**config.mk**
```make
export PLATFORM = sky130hd
export DESIGN_NAME = tz_timer
export DESIGN_NICKNAME = d
export VERILOG_FILES = /design/src/pkg/tz_pkg.sv /design/src/logic/tz_prescaler.sv /design/src/logic/tz_timer.sv
export VERILOG_INCLUDE_DIRS = /design/src /design/src/pkg
export SDC_FILE = /design/constraint.sdc
export NUM_CORES = 1
export LEC_CHECK = 0
export BUFFER_PORTS_ARGS = -buffer_cell sky130_fd_sc_hd__buf_4
export CORE_MARGIN = 4
export CORE_UTILIZATION = 50
export DETAILED_ROUTE_END_ITERATION = 16
export PLACE_DENSITY = 0.76
export REMOVE_ABC_BUFFERS = 1
export SYNTH_ARGS = -nofsm -noshare
export SYNTH_HDL_FRONTEND = slang
export SYNTH_SLANG_ARGS = --single-unit
export TNS_END_PERCENT = 20
```
**constraint.sdc**
```tcl
create_clock -name aclk -period 9.57 [get_ports aclk]
set_input_delay 0 -clock aclk [delete_from_list [all_inputs] [get_ports aclk]]
set_output_delay 0 -clock aclk [all_outputs]
set_load 0.02 [all_outputs]
```
**src/pkg/tz_defines.svh**
```systemverilog
`ifndef TZ_DEFINES_SVH
`define TZ_DEFINES_SVH
// ----------------------------------------------------------------
// Register map: word index, byte address is four times the index
// ----------------------------------------------------------------
`define TZ_ADDR_W       16
`define TZ_IDX_LOW      14'h0fd2
`define TZ_IDX_HIGH     14'h0fd3
`define TZ_IDX_CON0     14'h0fd4
`define TZ_IDX_CON1     14'h0fd5
`define TZ_SEL_LOW      2'h0
`define TZ_SEL_HIGH     2'h1
`define TZ_SEL_CON0     2'h2
`define TZ_SEL_CON1     2'h3
// ----------------------------------------------------------------
// Reset values
// ----------------------------------------------------------------
`define TZ_RST_LOW      8'h00
`define TZ_RST_HIGH     8'hff
`define TZ_RST_DIV      4'h0
`define TZ_RST_SRC      3'h0
// ----------------------------------------------------------------
// Bus answers and widths
// ----------------------------------------------------------------
`define TZ_RESP_OKAY    2'b00
`define TZ_RESP_SLVERR  2'b10
`define TZ_PSC_W        15
`define TZ_WIDE_MAX     16'hffff
`define TZ_BYTE_MAX     8'hff
// ----------------------------------------------------------------
// Asynchronous counting inputs, bit positions in the synchroniser
// ----------------------------------------------------------------
`define TZ_NIN          4
`define TZ_IN_PIN       0
`define TZ_IN_FAST      1
`define TZ_IN_SLOW      2
`define TZ_IN_SEC       3
`endif

```
**src/pkg/tz_pkg.sv**
```systemverilog
`default_nettype none
package tz_pkg;
  // Counting source codes
  typedef enum logic [2:0]
  {
    TZ_SRC_PIN     = 3'b000,
    TZ_SRC_PIN_INV = 3'b001,
    TZ_SRC_ICLK    = 3'b010,
    TZ_SRC_FAST    = 3'b011,
    TZ_SRC_SLOW    = 3'b100,
    TZ_SRC_SEC     = 3'b101,
    TZ_SRC_RSV6    = 3'b110,
    TZ_SRC_RSV7    = 3'b111
  } tz_src_t;

  // First control byte as software sees it
  typedef struct packed
  {
    logic       timer_run_enable;
    logic       unused_bit;
    logic       output_level_status;
    logic       wide_count_select;
    logic [3:0] output_divider_field;
  } tz_con0_t;

  // Second control byte
  typedef struct packed
  {
    tz_src_t    count_source_field;
    logic       unsync_input_enable;
    logic [3:0] input_divider_field;
  } tz_con1_t;
endpackage : tz_pkg
`default_nettype wire

```
**src/logic/tz_prescaler.sv**
```systemverilog
`timescale 1ns/10ps
`default_nettype none
`include "tz_defines.svh"
module tz_prescaler
  import tz_pkg::*;
(
  input  wire logic                 aclk,
  input  wire logic                 aresetn,
  input  wire logic                 clr,
  input  wire logic                 edge_in,
  input  wire logic [3:0]           ratio,
  output logic                      tick
);
  logic [`TZ_PSC_W-1:0] cnt_q;  // Hidden divider count
  logic [`TZ_PSC_W-1:0] mask;   // Terminal count, 2^ratio - 1

  // Terminal count from the field
  assign mask = `TZ_PSC_W'((16'h0001 << ratio) - 16'h0001);
  assign tick = edge_in & (cnt_q == mask);

  // Divider count, cleared by software side effects
  always_ff @(posedge aclk)
  begin
    if (!aresetn)
      cnt_q <= '0;
    else if (clr)
      cnt_q <= '0;
    else if (edge_in)
      cnt_q <= tick ? '0 : cnt_q + `TZ_PSC_W'(1);
  end
endmodule : tz_prescaler
`default_nettype wire

```
**src/logic/tz_timer.sv**
```systemverilog
`timescale 1ns/10ps
`default_nettype none
`include "tz_defines.svh"
// What this block does
// - Enable bit seven runs or stops timer
// - Bit five reads live output level
// - Bit four picks sixteen or eight bit
// - Output divider divides events by field+1
// - Source field selects the counting clock
// - Unsync bit bypasses instruction clock synchronisation
// - Prescaler divides by two to field
// - Eight bit: low restarts at period
// - Sixteen bit: high and low form count
// - Eight bit: low holds live count
// - Reset: high and period buffer all ones, others zero
// - Eight bit: match clears low, reloads period buffer
// - Sixteen bit: low read/write moves high atomically
// - Output toggles per scaled event, flags
// - Low and control writes and reset clear both dividers
module tz_timer
  import tz_pkg::*;
(
  input  wire logic                  aclk,
  input  wire logic                  aresetn,
  input  wire logic [`TZ_ADDR_W-1:0] s_axi_awaddr,
  input  wire logic [2:0]            s_axi_awprot,
  input  wire logic                  s_axi_awvalid,
  output logic                       s_axi_awready,
  input  wire logic [31:0]           s_axi_wdata,
  input  wire logic [3:0]            s_axi_wstrb,
  input  wire logic                  s_axi_wvalid,
  output logic                       s_axi_wready,
  output logic [1:0]                 s_axi_bresp,
  output logic                       s_axi_bvalid,
  input  wire logic                  s_axi_bready,
  input  wire logic [`TZ_ADDR_W-1:0] s_axi_araddr,
  input  wire logic [2:0]            s_axi_arprot,
  input  wire logic                  s_axi_arvalid,
  output logic                       s_axi_arready,
  output logic [31:0]                s_axi_rdata,
  output logic [1:0]                 s_axi_rresp,
  output logic                       s_axi_rvalid,
  input  wire logic                  s_axi_rready,
  input  wire logic                  count_pin,
  input  wire logic                  fast_osc,
  input  wire logic                  slow_osc,
  input  wire logic                  sec_osc,
  output logic                       timer_out,
  output logic                       timer_event_flag_set
);
  // ----------------------------------------------------------------
  // Address decode
  // ----------------------------------------------------------------
  // Returns {hit, select}; low two address bits must be zero
  function automatic logic [2:0] reg_sel(input logic [`TZ_ADDR_W-1:0] addr);
    logic [13:0] idx;
    logic        hit;
    idx = addr[`TZ_ADDR_W-1:2];
    hit = (addr[1:0] == 2'h0) && (idx >= `TZ_IDX_LOW) && (idx <= `TZ_IDX_CON1);
    reg_sel = {hit, 2'(idx - `TZ_IDX_LOW)};
  endfunction : reg_sel

  // ----------------------------------------------------------------
  // Declarations
  // ----------------------------------------------------------------
  logic        bvalid_q;        // Write answer pending
  logic [1:0]  bresp_q;         // Write answer code
  logic        rvalid_q;        // Read answer pending
  logic [1:0]  rresp_q;         // Read answer code
  logic [31:0] rdata_q;         // Read answer data
  logic        wr_go;           // Write address and data taken
  logic        rd_go;           // Read address taken
  logic [2:0]  wsel;            // Write decode
  logic [2:0]  rsel;            // Read decode
  logic        wr_lo;           // Write to count low byte
  logic        wr_hi;           // Write to high byte
  logic        wr_c0;           // Write to first control
  logic        wr_c1;           // Write to second control
  logic        rd_lo;           // Read of count low byte
  logic        en_q;            // Run enable
  logic        wide_q;          // Sixteen bit select
  logic [3:0]  div_q;           // Output divider field
  tz_src_t     src_q;           // Counting source
  logic        unsync_q;        // Bypass extra sync stage
  logic [3:0]  psc_q;           // Prescaler field
  logic [7:0]  low_q;           // Live low count
  logic [7:0]  high_q;          // Software high byte register
  logic [7:0]  hi_live_q;       // Live high count, wide mode
  logic [7:0]  pbuf_q;          // Buffered period copy
  logic [3:0]  post_q;          // Hidden output divider count
  logic        out_q;           // Timer output level
  logic        flag_q;          // Event flag set pulse
  logic [`TZ_NIN-1:0] sync1_q;  // First synchroniser stage
  logic [`TZ_NIN-1:0] sync2_q;  // Second synchroniser stage
  logic        src_lvl;         // Selected source level
  logic        stage_q;         // Instruction clock alignment stage
  logic        lvl_sel;         // Level fed to edge detect
  logic        prev_q;          // Previous level
  logic        src_edge;        // Rising edge of source
  logic        div_clr;         // Clear both dividers
  logic        tick;            // Prescaled count step
  logic        match;           // Low equals buffered period
  logic        event_hit;       // Match or rollover
  logic        post_end;        // Output divider terminal
  tz_con0_t    con0_rd;         // First control read view
  tz_con1_t    con1_rd;         // Second control read view

  // ----------------------------------------------------------------
  // AXI4-Lite slave
  // ----------------------------------------------------------------
  // Address and data are taken together; one write in flight
  assign wr_go         = s_axi_awvalid & s_axi_wvalid & ~bvalid_q;
  assign s_axi_awready = wr_go;
  assign s_axi_wready  = wr_go;
  assign rd_go         = s_axi_arvalid & ~rvalid_q;
  assign s_axi_arready = rd_go;
  assign wsel          = reg_sel(s_axi_awaddr);
  assign rsel          = reg_sel(s_axi_araddr);
  // Byte lane zero carries every register
  assign wr_lo = wr_go & wsel[2] & s_axi_wstrb[0] & (wsel[1:0] == `TZ_SEL_LOW);
  assign wr_hi = wr_go & wsel[2] & s_axi_wstrb[0] & (wsel[1:0] == `TZ_SEL_HIGH);
  assign wr_c0 = wr_go & wsel[2] & s_axi_wstrb[0] & (wsel[1:0] == `TZ_SEL_CON0);
  assign wr_c1 = wr_go & wsel[2] & s_axi_wstrb[0] & (wsel[1:0] == `TZ_SEL_CON1);
  assign rd_lo = rd_go & rsel[2] & (rsel[1:0] == `TZ_SEL_LOW);
  assign s_axi_bvalid = bvalid_q;
  assign s_axi_bresp  = bresp_q;
  assign s_axi_rvalid = rvalid_q;
  assign s_axi_rresp  = rresp_q;
  assign s_axi_rdata  = rdata_q;

  // Write answer; unmapped address gets a slave error
  always_ff @(posedge aclk)
  begin
    if (!aresetn)
    begin
      bvalid_q <= 1'b0;
      bresp_q  <= `TZ_RESP_OKAY;
    end
    else if (wr_go)
    begin
      bvalid_q <= 1'b1;
      bresp_q  <= wsel[2] ? `TZ_RESP_OKAY : `TZ_RESP_SLVERR;
    end
    else if (s_axi_bready)
      bvalid_q <= 1'b0;
  end

  // Read views; reserved bit six reads zero
  assign con0_rd = '{en_q, 1'b0, out_q, wide_q, div_q};
  assign con1_rd = '{src_q, unsync_q, psc_q};

  // Read answer, data held until taken
  always_ff @(posedge aclk)
  begin
    if (!aresetn)
    begin
      rvalid_q <= 1'b0;
      rresp_q  <= `TZ_RESP_OKAY;
      rdata_q  <= '0;
    end
    else if (rd_go)
    begin
      rvalid_q <= 1'b1;
      rresp_q  <= rsel[2] ? `TZ_RESP_OKAY : `TZ_RESP_SLVERR;
      unique case (rsel[1:0])
        `TZ_SEL_LOW  : rdata_q <= {24'h0, low_q};
        `TZ_SEL_HIGH : rdata_q <= {24'h0, high_q};
        `TZ_SEL_CON0 : rdata_q <= {24'h0, con0_rd};
        `TZ_SEL_CON1 : rdata_q <= {24'h0, con1_rd};
      endcase
      if (!rsel[2])
        rdata_q <= '0;
    end
    else if (s_axi_rready)
      rvalid_q <= 1'b0;
  end

  // ----------------------------------------------------------------
  // Control registers
  // ----------------------------------------------------------------
  // First control: enable, width, output divider
  always_ff @(posedge aclk)
  begin
    if (!aresetn)
    begin
      en_q   <= 1'b0;
      wide_q <= 1'b0;
      div_q  <= `TZ_RST_DIV;
    end
    else if (wr_c0)
    begin
      en_q   <= s_axi_wdata[7];
      wide_q <= s_axi_wdata[4];
      div_q  <= s_axi_wdata[3:0];
    end
  end

  // Second control: source, sync bypass, prescaler
  always_ff @(posedge aclk)
  begin
    if (!aresetn)
    begin
      src_q    <= TZ_SRC_PIN;
      unsync_q <= 1'b0;
      psc_q    <= `TZ_RST_DIV;
    end
    else if (wr_c1)
    begin
      src_q    <= tz_src_t'(s_axi_wdata[7:5]);
      unsync_q <= s_axi_wdata[4];
      psc_q    <= s_axi_wdata[3:0];
    end
  end

  // ----------------------------------------------------------------
  // Counting source
  // ----------------------------------------------------------------
  // Every outside input passes two flops before use
  always_ff @(posedge aclk)
  begin
    if (!aresetn)
    begin
      sync1_q <= '0;
      sync2_q <= '0;
    end
    else
    begin
      sync1_q <= {sec_osc, slow_osc, fast_osc, count_pin};
      sync2_q <= sync1_q;
    end
  end

  // Source select; reserved codes never count
  always_comb
  begin
    src_lvl = 1'b0;
    unique case (src_q)
      TZ_SRC_PIN     : src_lvl = sync2_q[`TZ_IN_PIN];
      TZ_SRC_PIN_INV : src_lvl = ~sync2_q[`TZ_IN_PIN];
      TZ_SRC_FAST    : src_lvl = sync2_q[`TZ_IN_FAST];
      TZ_SRC_SLOW    : src_lvl = sync2_q[`TZ_IN_SLOW];
      TZ_SRC_SEC     : src_lvl = sync2_q[`TZ_IN_SEC];
      TZ_SRC_ICLK    : src_lvl = 1'b0;
      TZ_SRC_RSV6    : src_lvl = 1'b0;
      TZ_SRC_RSV7    : src_lvl = 1'b0;
    endcase
  end

  // Synchronous mode adds one instruction clock stage
  always_ff @(posedge aclk)
  begin
    if (!aresetn)
      stage_q <= 1'b0;
    else
      stage_q <= src_lvl;
  end

  // Switching the bypass may skip or add one count
  assign lvl_sel = unsync_q ? src_lvl : stage_q;

  // Edge detector on the chosen level
  always_ff @(posedge aclk)
  begin
    if (!aresetn)
      prev_q <= 1'b0;
    else
      prev_q <= lvl_sel;
  end

  // Instruction clock counts on every cycle
  assign src_edge = (src_q == TZ_SRC_ICLK) | (lvl_sel & ~prev_q);

  // ----------------------------------------------------------------
  // Prescaler
  // ----------------------------------------------------------------
  assign div_clr = wr_lo | wr_c0 | wr_c1;

  // Disabled timer feeds no edges, so the divider holds
  tz_prescaler u_psc
  (
    .aclk    (aclk),
    .aresetn (aresetn),
    .clr     (div_clr),
    .edge_in (src_edge & en_q),
    .ratio   (psc_q),
    .tick    (tick)
  );

  // ----------------------------------------------------------------
  // Counter
  // ----------------------------------------------------------------
  assign match     = (low_q == pbuf_q);
  assign event_hit = tick & ~wr_lo & (wide_q ? ({hi_live_q, low_q} == `TZ_WIDE_MAX) : match);

  // Live low byte; software write wins over a step
  always_ff @(posedge aclk)
  begin
    if (!aresetn)
      low_q <= `TZ_RST_LOW;
    else if (wr_lo)
      low_q <= s_axi_wdata[7:0];
    else if (tick & ~wide_q & match)
      low_q <= `TZ_RST_LOW;
    else if (tick)
      low_q <= low_q + 8'h01;
  end

  // Live high byte, stepped on low rollover
  always_ff @(posedge aclk)
  begin
    if (!aresetn)
      hi_live_q <= `TZ_RST_LOW;
    else if (wr_lo & wide_q)
      hi_live_q <= high_q;
    else if (tick & wide_q & (low_q == `TZ_BYTE_MAX))
      hi_live_q <= hi_live_q + 8'h01;
  end

  // Software high byte; a write beats the read capture
  always_ff @(posedge aclk)
  begin
    if (!aresetn)
      high_q <= `TZ_RST_HIGH;
    else if (wr_hi)
      high_q <= s_axi_wdata[7:0];
    else if (rd_lo & wide_q)
      high_q <= hi_live_q;
  end

  // Period buffer, refreshed only on a match
  always_ff @(posedge aclk)
  begin
    if (!aresetn)
      pbuf_q <= `TZ_RST_HIGH;
    else if (tick & ~wide_q & match & ~wr_lo)
      pbuf_q <= high_q;
  end

  // ----------------------------------------------------------------
  // Output divider and output
  // ----------------------------------------------------------------
  assign post_end = event_hit & (post_q == div_q);

  // Hidden event count, field plus one events per toggle
  always_ff @(posedge aclk)
  begin
    if (!aresetn)
      post_q <= `TZ_RST_DIV;
    else if (div_clr)
      post_q <= `TZ_RST_DIV;
    else if (post_end)
      post_q <= `TZ_RST_DIV;
    else if (event_hit)
      post_q <= post_q + 4'h1;
  end

  // Output level and its flag pulse
  always_ff @(posedge aclk)
  begin
    if (!aresetn)
    begin
      out_q  <= 1'b0;
      flag_q <= 1'b0;
    end
    else
    begin
      out_q  <= out_q ^ post_end;
      flag_q <= post_end;
    end
  end

  assign timer_out            = out_q;
  assign timer_event_flag_set = flag_q;
endmodule : tz_timer
`default_nettype wire

```
Word-level counts from Yosys, hierarchy flattened
Cells that the tools add are included.
- output and inout bits: 43
- bits of input ports: 85
- word-level logic and storage cells: 124
- register bits after elaboration: 115
- shift operators: 1
- $add $sub $neg: 7
- magnitude comparators: 4
- bitwise operators: 35
- reduce and logical (&&, ||, !) cells: 17
- muxes and demuxes: 19
- equality and inequality tests: 18
- operators with widths (kind ; count):
    $pmux W32 S4 ; 1
    $mux W8 ; 7
    $mux W32 ; 1
    $ge A14 B12 Y1 const B ; 2
    $le A14 B12 Y1 const B ; 2
    $and A1 B1 Y1 ; 24
    $add A8 B1 Y8 const B ; 2
    $eq A16 B16 Y1 const B ; 1
    $add A15 B1 Y15 const B ; 1
    $eq A15 B15 Y1 ; 1
    $mux W15 ; 1
    $shl A1 B4 Y15 const A ; 1
    $sub A15 B1 Y15 const B ; 1
    $eq A3 B3 Y1 const B ; 4
    $eq A2 B2 Y1 const B ; 4
    $eq A8 B8 Y1 ; 1
    $eq A8 B8 Y1 const B ; 1
    $logic_not A2 Y1 ; 4
    $reduce_bool A2 Y1 ; 4
    $not A1 Y1 ; 7
    $eq A3 B2 Y1 const B ; 2
    $mux W1 ; 6
    $pmux W1 S6 ; 1
    $reduce_or A3 Y1 ; 2
    12 further kinds ; 20

Longest topological paths before layout
Gate-level depths: netlist (run 1).
- depth in word-level cells: 12
- gate-level depth with buffers: 15

Hierarchy
Synthesis (run 1) repeated with hierarchy kept, for this count alone.
- cell total of the unflattened synthesis: 577
- area total of the unflattened synthesis: 5069.9 µm²
- modules (own cells, without submodules) (module ; instances ; area each (µm²) ; cells an instance):
    tz_timer ; 1 ; 3662.3 ; 403
    tz_prescaler ; 1 ; 1407.6 ; 174

Worst setup path after synthesis (run 1)
No wires, ideal clock.
- path kind: register to register
- start point: reg psc_q[3]
- end point: reg hi_live_q[5]
- slack: 6143 ps
- arrival: 3353 ps
- library setup time: 74 ps
- cell stages (with the launch flop): 14
- clock period less this slack: 3427 ps
- path buffers: 4
- data required time: 9496 ps
- cells stage by stage: dfxtp_1 buf_2 buf_2 clkbuf_1 or4_1 ha_1 xnor2_1 a211o_1 a2111oi_4 nor3b_2 nand4_2 buf_2 or3_1 a31oi_1
- word-level cells in the longest chain between the ends: 7
- RTL lines (element ; line ; text):
    start, declared ; tz_timer.sv:85 ; logic [3:0] psc_q;
    start signal, assigned ; tz_timer.sv:205 ; psc_q <= `TZ_RST_DIV;
    start signal, assigned ; tz_timer.sv:211 ; psc_q <= s_axi_wdata[3:0];
    $shl A1 B4 Y15 ; tz_prescaler.sv:18 ; assign mask = `TZ_PSC_W'((16'h0001 << ratio) - 16'h0001);
    $sub A15 B1 Y15 ; tz_prescaler.sv:18 ;
    $eq A15 B15 Y1 ; tz_prescaler.sv:19 ; assign tick = edge_in & (cnt_q == mask);
    $and A1 B1 Y1 ; tz_prescaler.sv:19 ;
    $and A1 B1 Y1 (2 in a row) ; tz_timer.sv:315 ; else if (tick & wide_q & (low_q == `TZ_BYTE_MAX))
    $reduce_bool A2 Y1 (no source line) ; - ;
    end signal, assigned ; tz_timer.sv:312 ; hi_live_q <= `TZ_RST_LOW;
    end signal, assigned ; tz_timer.sv:314 ; hi_live_q <= high_q;
    end signal, assigned ; tz_timer.sv:316 ; hi_live_q <= hi_live_q + 8'h01;
    end, declared ; tz_timer.sv:88 ; logic [7:0] hi_live_q;
No other way between the ends.
A chain may end at the register's enable or synchronous reset.

Worst setup path after layout (run 1)
- start point: reg psc_q[3]
- end point: reg pbuf_q[3]
- word-level cells in the longest chain between the ends: 7
- RTL lines (element ; line ; text):
    $shl A1 B4 Y15 ; tz_prescaler.sv:18 ;
    $sub A15 B1 Y15 ; tz_prescaler.sv:18 ;
    $eq A15 B15 Y1 ; tz_prescaler.sv:19 ;
    $and A1 B1 Y1 ; tz_prescaler.sv:19 ;
    $and A1 B1 Y1 (3 in a row) ; tz_timer.sv:335 ; else if (tick & ~wide_q & match & ~wr_lo)
    end signal, assigned ; tz_timer.sv:334 ; pbuf_q <= `TZ_RST_HIGH;
    end signal, assigned ; tz_timer.sv:336 ; pbuf_q <= high_q;
    end, declared ; tz_timer.sv:89 ; logic [7:0] pbuf_q;
No other way between the ends.

==> metrics.md, run 1 <==
| Metric | Value |
|---|---|
| Diode count | `0` |
| Seq/Total Area, Yosys | `0.3452` |
| Core ar. | `9910 um^2` |
| Die height | `109.6 um` |
| Max_slew headroom | `0.2628` |
| Hpwl dp | `9093 um` |
| Peak supply drop | `0.07818 mV` |
| Cell taking the most area after synthesis | `dfxtp_1` |
| Design Power | `713.8 uW` |
| Pin count of the biggest net entering global routing | `41` |
| I/O pin total | `128` |
| Critical Path Start Type | `flop` |
| Via count | `4638` |
| Clk buf depth | `2` |
| Net Sw Power | `168.0 uW` |
| Peak Freq | `231.2 MHz` |
| Final worst-path cycle share | `0.4520` |
| Most used DFF post-synth | `dfxtp_1` |
| Initial Utilization | `0.5208` |
| PD cells | `119.0 nW/um^2` |
| Post-synth cell types | `70` |
| Global-route wire length before repair | `21200 um` |
| # DRC | `0` |
| Cell Rows | `36` |
| DRT iter0 DRCs | `273` |
| Final setup violation count | `0` |
| Final-stage net count | `749` |
| CP max stage cell | `dfxtp_1` |
| Maxcap violations | `0` |
| Area contributors post-synth | `dfxtp_1, mux2i_1, xor2_1` |
| Worst Path Max Fanout | `30` |
| Setup skew after layout | `0.01111 ns` |
| Worst Tran Pin Value | `1.099 ns` |
| Final GP Congestion | `0.8931` |
| Net Sw Frac | `0.2353` |
| FFs w/ async S/R, synth | `0` |
| Die ar. | `12010 um^2` |
| Leak pwr | `2.314 nW` |
| RSZ-0062 raised after global routing | `false` |
| Number of global-route vias before repair | `4400` |
| Status | `completed` |
| Setup TNS | `0 ns` |
| Crit path kind | `flop to flop` |
| FF+latch count, synth | `89` |
| Hold Crit Class | `input pin to flop` |
| Average size of a mapped cell | `8.674 um^2` |
| Final Hold Fails | `0` |
| TritonCTS Buffers | `9` |
| Number of synthesized flops with an enable pin | `0` |
| Post-DR wirelength/cell | `16.48 um` |
| Initial antenna violation count | `0` |
| Pre-antenna DRT Iters | `4` |
| CTS tree | `done` |
| Post-cts sizing count | `0` |
| Root Driver | `clkbuf_8` |
| Htree depth | `3` |
| Worst EP arrival | `4.63 ns` |
| Synthesized area | `5161 um^2` |
| CP Cell Sequence | `nor2_1 -> nand3_1 -> ha_1 -> nor4b_1 -> a22oi_1 -> a2111oi_4 -> nor3b_2 -> nand4_2 -> nor3_2 -> a221o_1` |
| Buffers on Ports | `68` |
| Clock power share | `0.393` |
| Min Tclk post-route | `4.325 ns` |
| Die Width | `109.6 um` |
| Overflow after GRT | `0` |
| Crit end category | `flop` |
| Wirelength, routed | `13120 um` |
| Area share of the largest cell type after synthesis | `0.3452` |
| CTS Sinks | `89` |
| Share of cells above drive strength 1 | `0.1674` |
| Int Power | `545.8 uW` |
| CP required | `9.87 ns` |
| Cells after Synth | `595` |
| Clock Latency Late Sink | `0.36 ns` |
| GRT Util Overall | `0.2230` |
| Reg power frac | `0.524` |
| Area Overhead vs Synth | `16.27%` |
| Max-slew violation count | `0` |
| Worst stage delay on the critical path | `0.93 ns` |
| Post-DRT Antenna Nets | `0` |
| Clock transition at path regs | `0.09 ns` |
| Layout fillers | `868` |
| Vias per cell | `5.827` |
| Comb power frac | `0.083` |
| Yosys Warn Count | `0` |
[cell usage after synthesis, types with 12 or more instances]
cell type,number
mux2i_1,25
buf_4,29
inv_1,16
a31oi_1,13
and2_1,12
a21oi_1,19
nand3_1,19
o21ai_0,34
nand2_1,38
clkbuf_1,23
xor2_1,26
nand4_1,12
dfxtp_1,89
nor2_1,57
[registers in the layout, summed over array words and instances, names as in the netlist, 3 cells and up]
name and flops:
hi_live_q 8, u_psc.cnt_q 15, post_q 4, src_q 3, high_q 8, s_axi_rdata 8
sync1_q 4, psc_q 4, div_q 4, low_q 8, pbuf_q 8, sync2_q 4
[cells in the final DEF (no fill, tap or decap), types with 7 or more instances in the layout]
master,netlist,final
nand3_1,19,19
nor4_1,7,7
dlygate4sd3_1,0,21
nand2b_1,7,7
clkbuf_8,0,9
a22oi_1,9,9
a31oi_1,13,13
mux4_2,7,7
conb_1,1,26
nand2_1,38,38
xnor2_1,9,9
buf_4,29,69
or4_1,8,8
nor3_1,7,7
and3_1,11,11
xor2_1,26,26
or3_1,9,9
nand4_1,12,12
mux2i_1,25,25
nor2_1,57,57
dfxtp_1,89,89
a21oi_1,19,19
inv_1,16,16
o21ai_0,34,34
mux2_2,8,8
and2_1,12,12
[area by class of cell]
cell class | count | area, um^2 | area share
timing repair buffer | 90 | 728.2 | 0.1214
clock inverter | 5 | 81.33 | 0.01355
clock buffer | 10 | 127.6 | 0.02127
sequential | 89 | 1782 | 0.2969
inverter | 17 | 63.81 | 0.01063
multi-input combinational | 452 | 3052 | 0.5085
tap | 133 | 166.4 | 0.02773
[cell families (layout without fill, tap and decap cells)]
kind of cell	after synthesis	count (layout)	synth area share
fa+ha+maj	5	5	0.01212
flops	89	89	0.3452
buf+inv	79	122	0.08170
compound gates	129	129	0.1760
mux	40	40	0.09649
xor+xnor	35	35	0.05940
other cells	1	26	0.0007266
simple gates	217	217	0.2284
[layer usage]
layer | global-route usage | wire [um] | vias up
li1 | - | - | 2250
met1 | 0.2766 | 5532 | 2171
met2 | 0.3801 | 6360 | 189
met3 | 0.04698 | 916 | 28
met4 | 0.08281 | 312 | 0
met5 | 0 | 0 | -
[path summary, 6_finish.rpt]
check	from	endpoint	slack (ns)	cells past startpoint
worst max register to register	psc_q[3]	pbuf_q[3]	5.24	10
worst min register to register	sync1_q[2]	sync2_q[2]	0.44	1
worst max-delay path	psc_q[3]	pbuf_q[3]	5.24	10
worst min-delay path	aresetn	high_q[0]	0.01	2
[worst max-delay path, delay by kind of cell (launching register included)]
| kind | cells | cell delay [ns] |
|---|---|---|
| flops | 1 | 0.93 |
| compound gates | 3 | 0.89 |
| fa+ha+maj | 1 | 0.43 |
| simple gates | 6 | 2.00 |
[repair_timing]
item | 4_1_cts | 5_1_grt
setup buffers | 0 | 0
endpoints found under the hold margin | 36 | 0
hold buffers | 21 | 0
[power by group through the flow]
stage | combinational, mW | sequential (mW) | clock, mW
2_1_floorplan | 0.0242 | 0.384 | 0
3_3_place_gp | 0.0537 | 0.383 | 0
3_5_place_dp | 0.0543 | 0.383 | 0
4_1_cts | 0.0594 | 0.374 | 0.283
5_1_grt | 0.0648 | 0.374 | 0.301
6_report | 0.0596 | 0.374 | 0.280
[metrics by stage]
step | cells | worst slack (ns) | instance area [um^2] | hold WS (ns) | util
after detailed placement | 760 | 5.366 | 5582 | 0.2137 | 0.5633
after CTS | 796 | 5.299 | 6001 | 0.0001429 | 0.6056
after global routing | 796 | 4.934 | 6001 | 0.01317 | 0.6056
final | 796 | 5.245 | 6001 | 0.01382 | 0.6056
after global placement | 760 | 5.568 | 5582 | 0.2120 | 0.5633
after floorplan | 558 | 6.071 | 4897 | 0.06194 | -
(Power assumes the default switching activity.)
==> run 2: changes to the inputs <==
Settings changed: ABC_AREA set to 1, CORE_UTILIZATION 50 to 49, PLACE_DENSITY 0.76 to 0.77.
Clock period 9.57 ns to 3.85 ns, I/O delays scaled along.
==> metrics.md, run 2 <==
| Metric | Value |
|---|---|
| Crit path top cell by count | `nand2_1` |
| Diode count | `0` |
| Vias per cell | `5.200` |
| TritonCTS Buffers | `9` |
| Maxcap violations | `0` |
| Cells after Synth | `861` |
| Crit path kind | `flop to flop` |
| Comb power frac | `0.084` |
| Final worst-path cycle share | `0.7449` |
| PD cells | `303.3 nW/um^2` |
| Number of synthesized flops with an enable pin | `0` |
| Clock transition at path regs | `0.07 ns` |
| I/O pin total | `128` |
| Post-synth top cells | `nand2_1, nor2_1, inv_1` |
| RSZ-0062 raised after global routing | `false` |
| Layout fillers | `1044` |
| Setup skew after layout | `0.01266 ns` |
| Die height | `114.0 um` |
| Htree depth | `3` |
| Pin count of the biggest net entering global routing | `39` |
| Overflow after GRT | `0` |
| Seq/Total Area, Yosys | `0.3239` |
| Most used DFF post-synth | `dfxtp_1` |
| Post-DRT Antenna Nets | `0` |
| Initial antenna violation count | `0` |
| Worst Path Max Fanout | `11` |
| Number of global-route vias before repair | `4997` |
| Worst Tran Pin Value | `0.6453 ns` |
| Cell family with most CP delay | `simple AND/OR/NAND/NOR gates` |
| Post-DR wirelength/cell | `13.28 um` |
| Final GP Congestion | `0.9325` |
| Global-route wire length before repair | `23740 um` |
| CP max stage cell | `dfxtp_1` |
| Hold_ws | `0.02693 ns` |
| Share of cells above drive strength 1 | `0.1151` |
| Core ar. | `10940 um^2` |
| Via count | `5606` |
| Post-synth cell types | `38` |
| DRT iter0 DRCs | `426` |
| FF+latch count, synth | `89` |
| CP Cell Sequence | `nor2_4 -> nand2_1 -> ha_1 -> inv_1 -> nand2_1 -> nand2_1 -> nand2_1 -> nor2_1 -> nand3_1 -> nor2_1 -> nand3_1 -> nor2_2 -> nand2_2 -> nand2_1 -> nand3_1 -> nand2_1 -> nor2_1` |
| Status | `completed` |
| Wirelength, routed | `14320 um` |
| Peak Freq | `348.7 MHz` |
| Cell Rows | `38` |
| Net Sw Frac | `0.2504` |
| Pre-antenna DRT Iters | `6` |
| Critical Path Start Type | `flop` |
| GRT Util Overall | `0.2232` |
| Max-slew violation count | `0` |
| Clock power share | `0.439` |
| Worst stage delay on the critical path | `0.47 ns` |
| Worst EP arrival | `3.12 ns` |
| CTS Sinks | `89` |
| Hpwl dp | `10810 um` |
| Hold Crit Class | `input pin to flop` |
| Die Width | `114.0 um` |
| Area share of the largest cell type after synthesis | `0.3239` |
| Die ar. | `12990 um^2` |
| Yosys Warn Count | `0` |
| Min Tclk post-route | `2.868 ns` |
| Buffers on Ports | `68` |
| Max_slew headroom | `0.5686` |
| Average size of a mapped cell | `6.390 um^2` |
| Reg power frac | `0.478` |
| Area Overhead vs Synth | `16.69%` |
| Crit end category | `flop` |
| Int Power | `1.460 mW` |
| Final setup violation count | `0` |
| Count leader, synth | `nand2_1` |
| Cell taking the most area after synthesis | `dfxtp_1` |
| Root Driver | `clkbuf_16` |
| Initial Utilization | `0.5031` |
| Clock Latency Late Sink | `0.35 ns` |
| CTS tree | `done` |
| Final Hold Fails | `0` |
| Peak supply drop | `0.1912 mV` |
| Max FFs per register | `15` |
| Clk buf depth | `2` |
| Area contributors post-synth | `dfxtp_1, nand2_1, nand3_1` |
| Commonest non-fill, non-tap cell in the layout | `nand2_1` |
| Commonest cells after routing, fill and taps aside | `nand2_1, nor2_1, inv_1` |
| CP required | `4.10 ns` |
| Net Sw Power | `487.5 uW` |
| Largest register by flop count | `u_psc.cnt_q` |
| Post-cts sizing count | `0` |
| Final-stage net count | `1023` |
| # DRC | `0` |
| Synthesized area | `5502 um^2` |
| FFs w/ async S/R, synth | `0` |
| Buf+Inv Stages, Crit Path | `1` |
| Leak pwr | `2.992 nW` |
| Setup TNS | `0 ns` |
-- run 2: what timing repair did --
item / CTS / global route
endpoints found under the hold margin: 26 / 0
setup buffers: 0 / 0
hold buffers: 14 / 0
-- run 2: power by group through the flow --
stage	Sequential, mW	Combinational [mW]	Clock, mW
6_report	0.930	0.163	0.854
5_1_grt	0.931	0.180	0.901
3_5_place_dp	0.951	0.150	0
3_3_place_gp	0.951	0.149	0
4_1_cts	0.930	0.162	0.862
2_1_floorplan	0.955	0.0686	0
-- run 2: routing by layer --
layer  vias up  global-route usage  wire length [um]
met3        41             0.04032               838
met5         -                   0                 0
met1      2483              0.2842              6119
met4         0             0.08630               479
met2       195              0.3747              6883
li1       2887                   -                 -
-- run 2: logic make-up (layout without fill, tap and decap cells) --
| group | after synthesis | count (layout) | synth area share |
|---|---|---|---|
| adder cells (fa/ha/maj) | 5 | 5 | 0.01137 |
| AND/OR/NAND/NOR | 494 | 494 | 0.3887 |
| flip-flops | 89 | 89 | 0.3239 |
| buffers and inverters | 154 | 206 | 0.1283 |
| other | 1 | 26 | 0.0006816 |
| XOR/XNOR | 29 | 29 | 0.04617 |
| AO/OA/AOI/OAI | 89 | 89 | 0.1010 |
-- run 2: cell type report --
class | count | area (um^2) | share of cell area
flip-flops and latches | 89 | 1782 | 0.2775
multi-input cells | 643 | 3108 | 0.4841
repair buffers | 85 | 673.1 | 0.1049
clock inverters | 5 | 43.79 | 0.006821
clock buffers | 11 | 242.7 | 0.03781
inverters | 105 | 395.4 | 0.06159
well taps | 140 | 175.2 | 0.02729
-- run 2: worst paths after layout --
kind	startpoint	endpoint	slack (ns)	cells after the start
worst max-delay path	psc_q[3]	hi_live_q[7]	0.98	17
worst min-delay path	aresetn	high_q[4]	0.03	2
worst max register to register	psc_q[3]	hi_live_q[7]	0.98	17
worst min register to register	sync1_q[0]	sync2_q[0]	0.41	2
-- run 2: metrics by stage --
step | setup slack (ns) | cells | total power [mW] | util | cell area [um^2]
2_1_floorplan | 1.448 | 837 | 1.023 | - | 5285
3_3_place_gp | 1.053 | 1048 | 1.100 | 0.5481 | 5993
3_5_place_dp | 0.9917 | 1048 | 1.102 | 0.5481 | 5993
4_1_cts | 0.9914 | 1078 | 1.954 | 0.5871 | 6420
5_1_grt | 0.7162 | 1078 | 2.012 | 0.5871 | 6420
6_report | 0.9820 | 1078 | 1.947 | 0.5871 | 6420
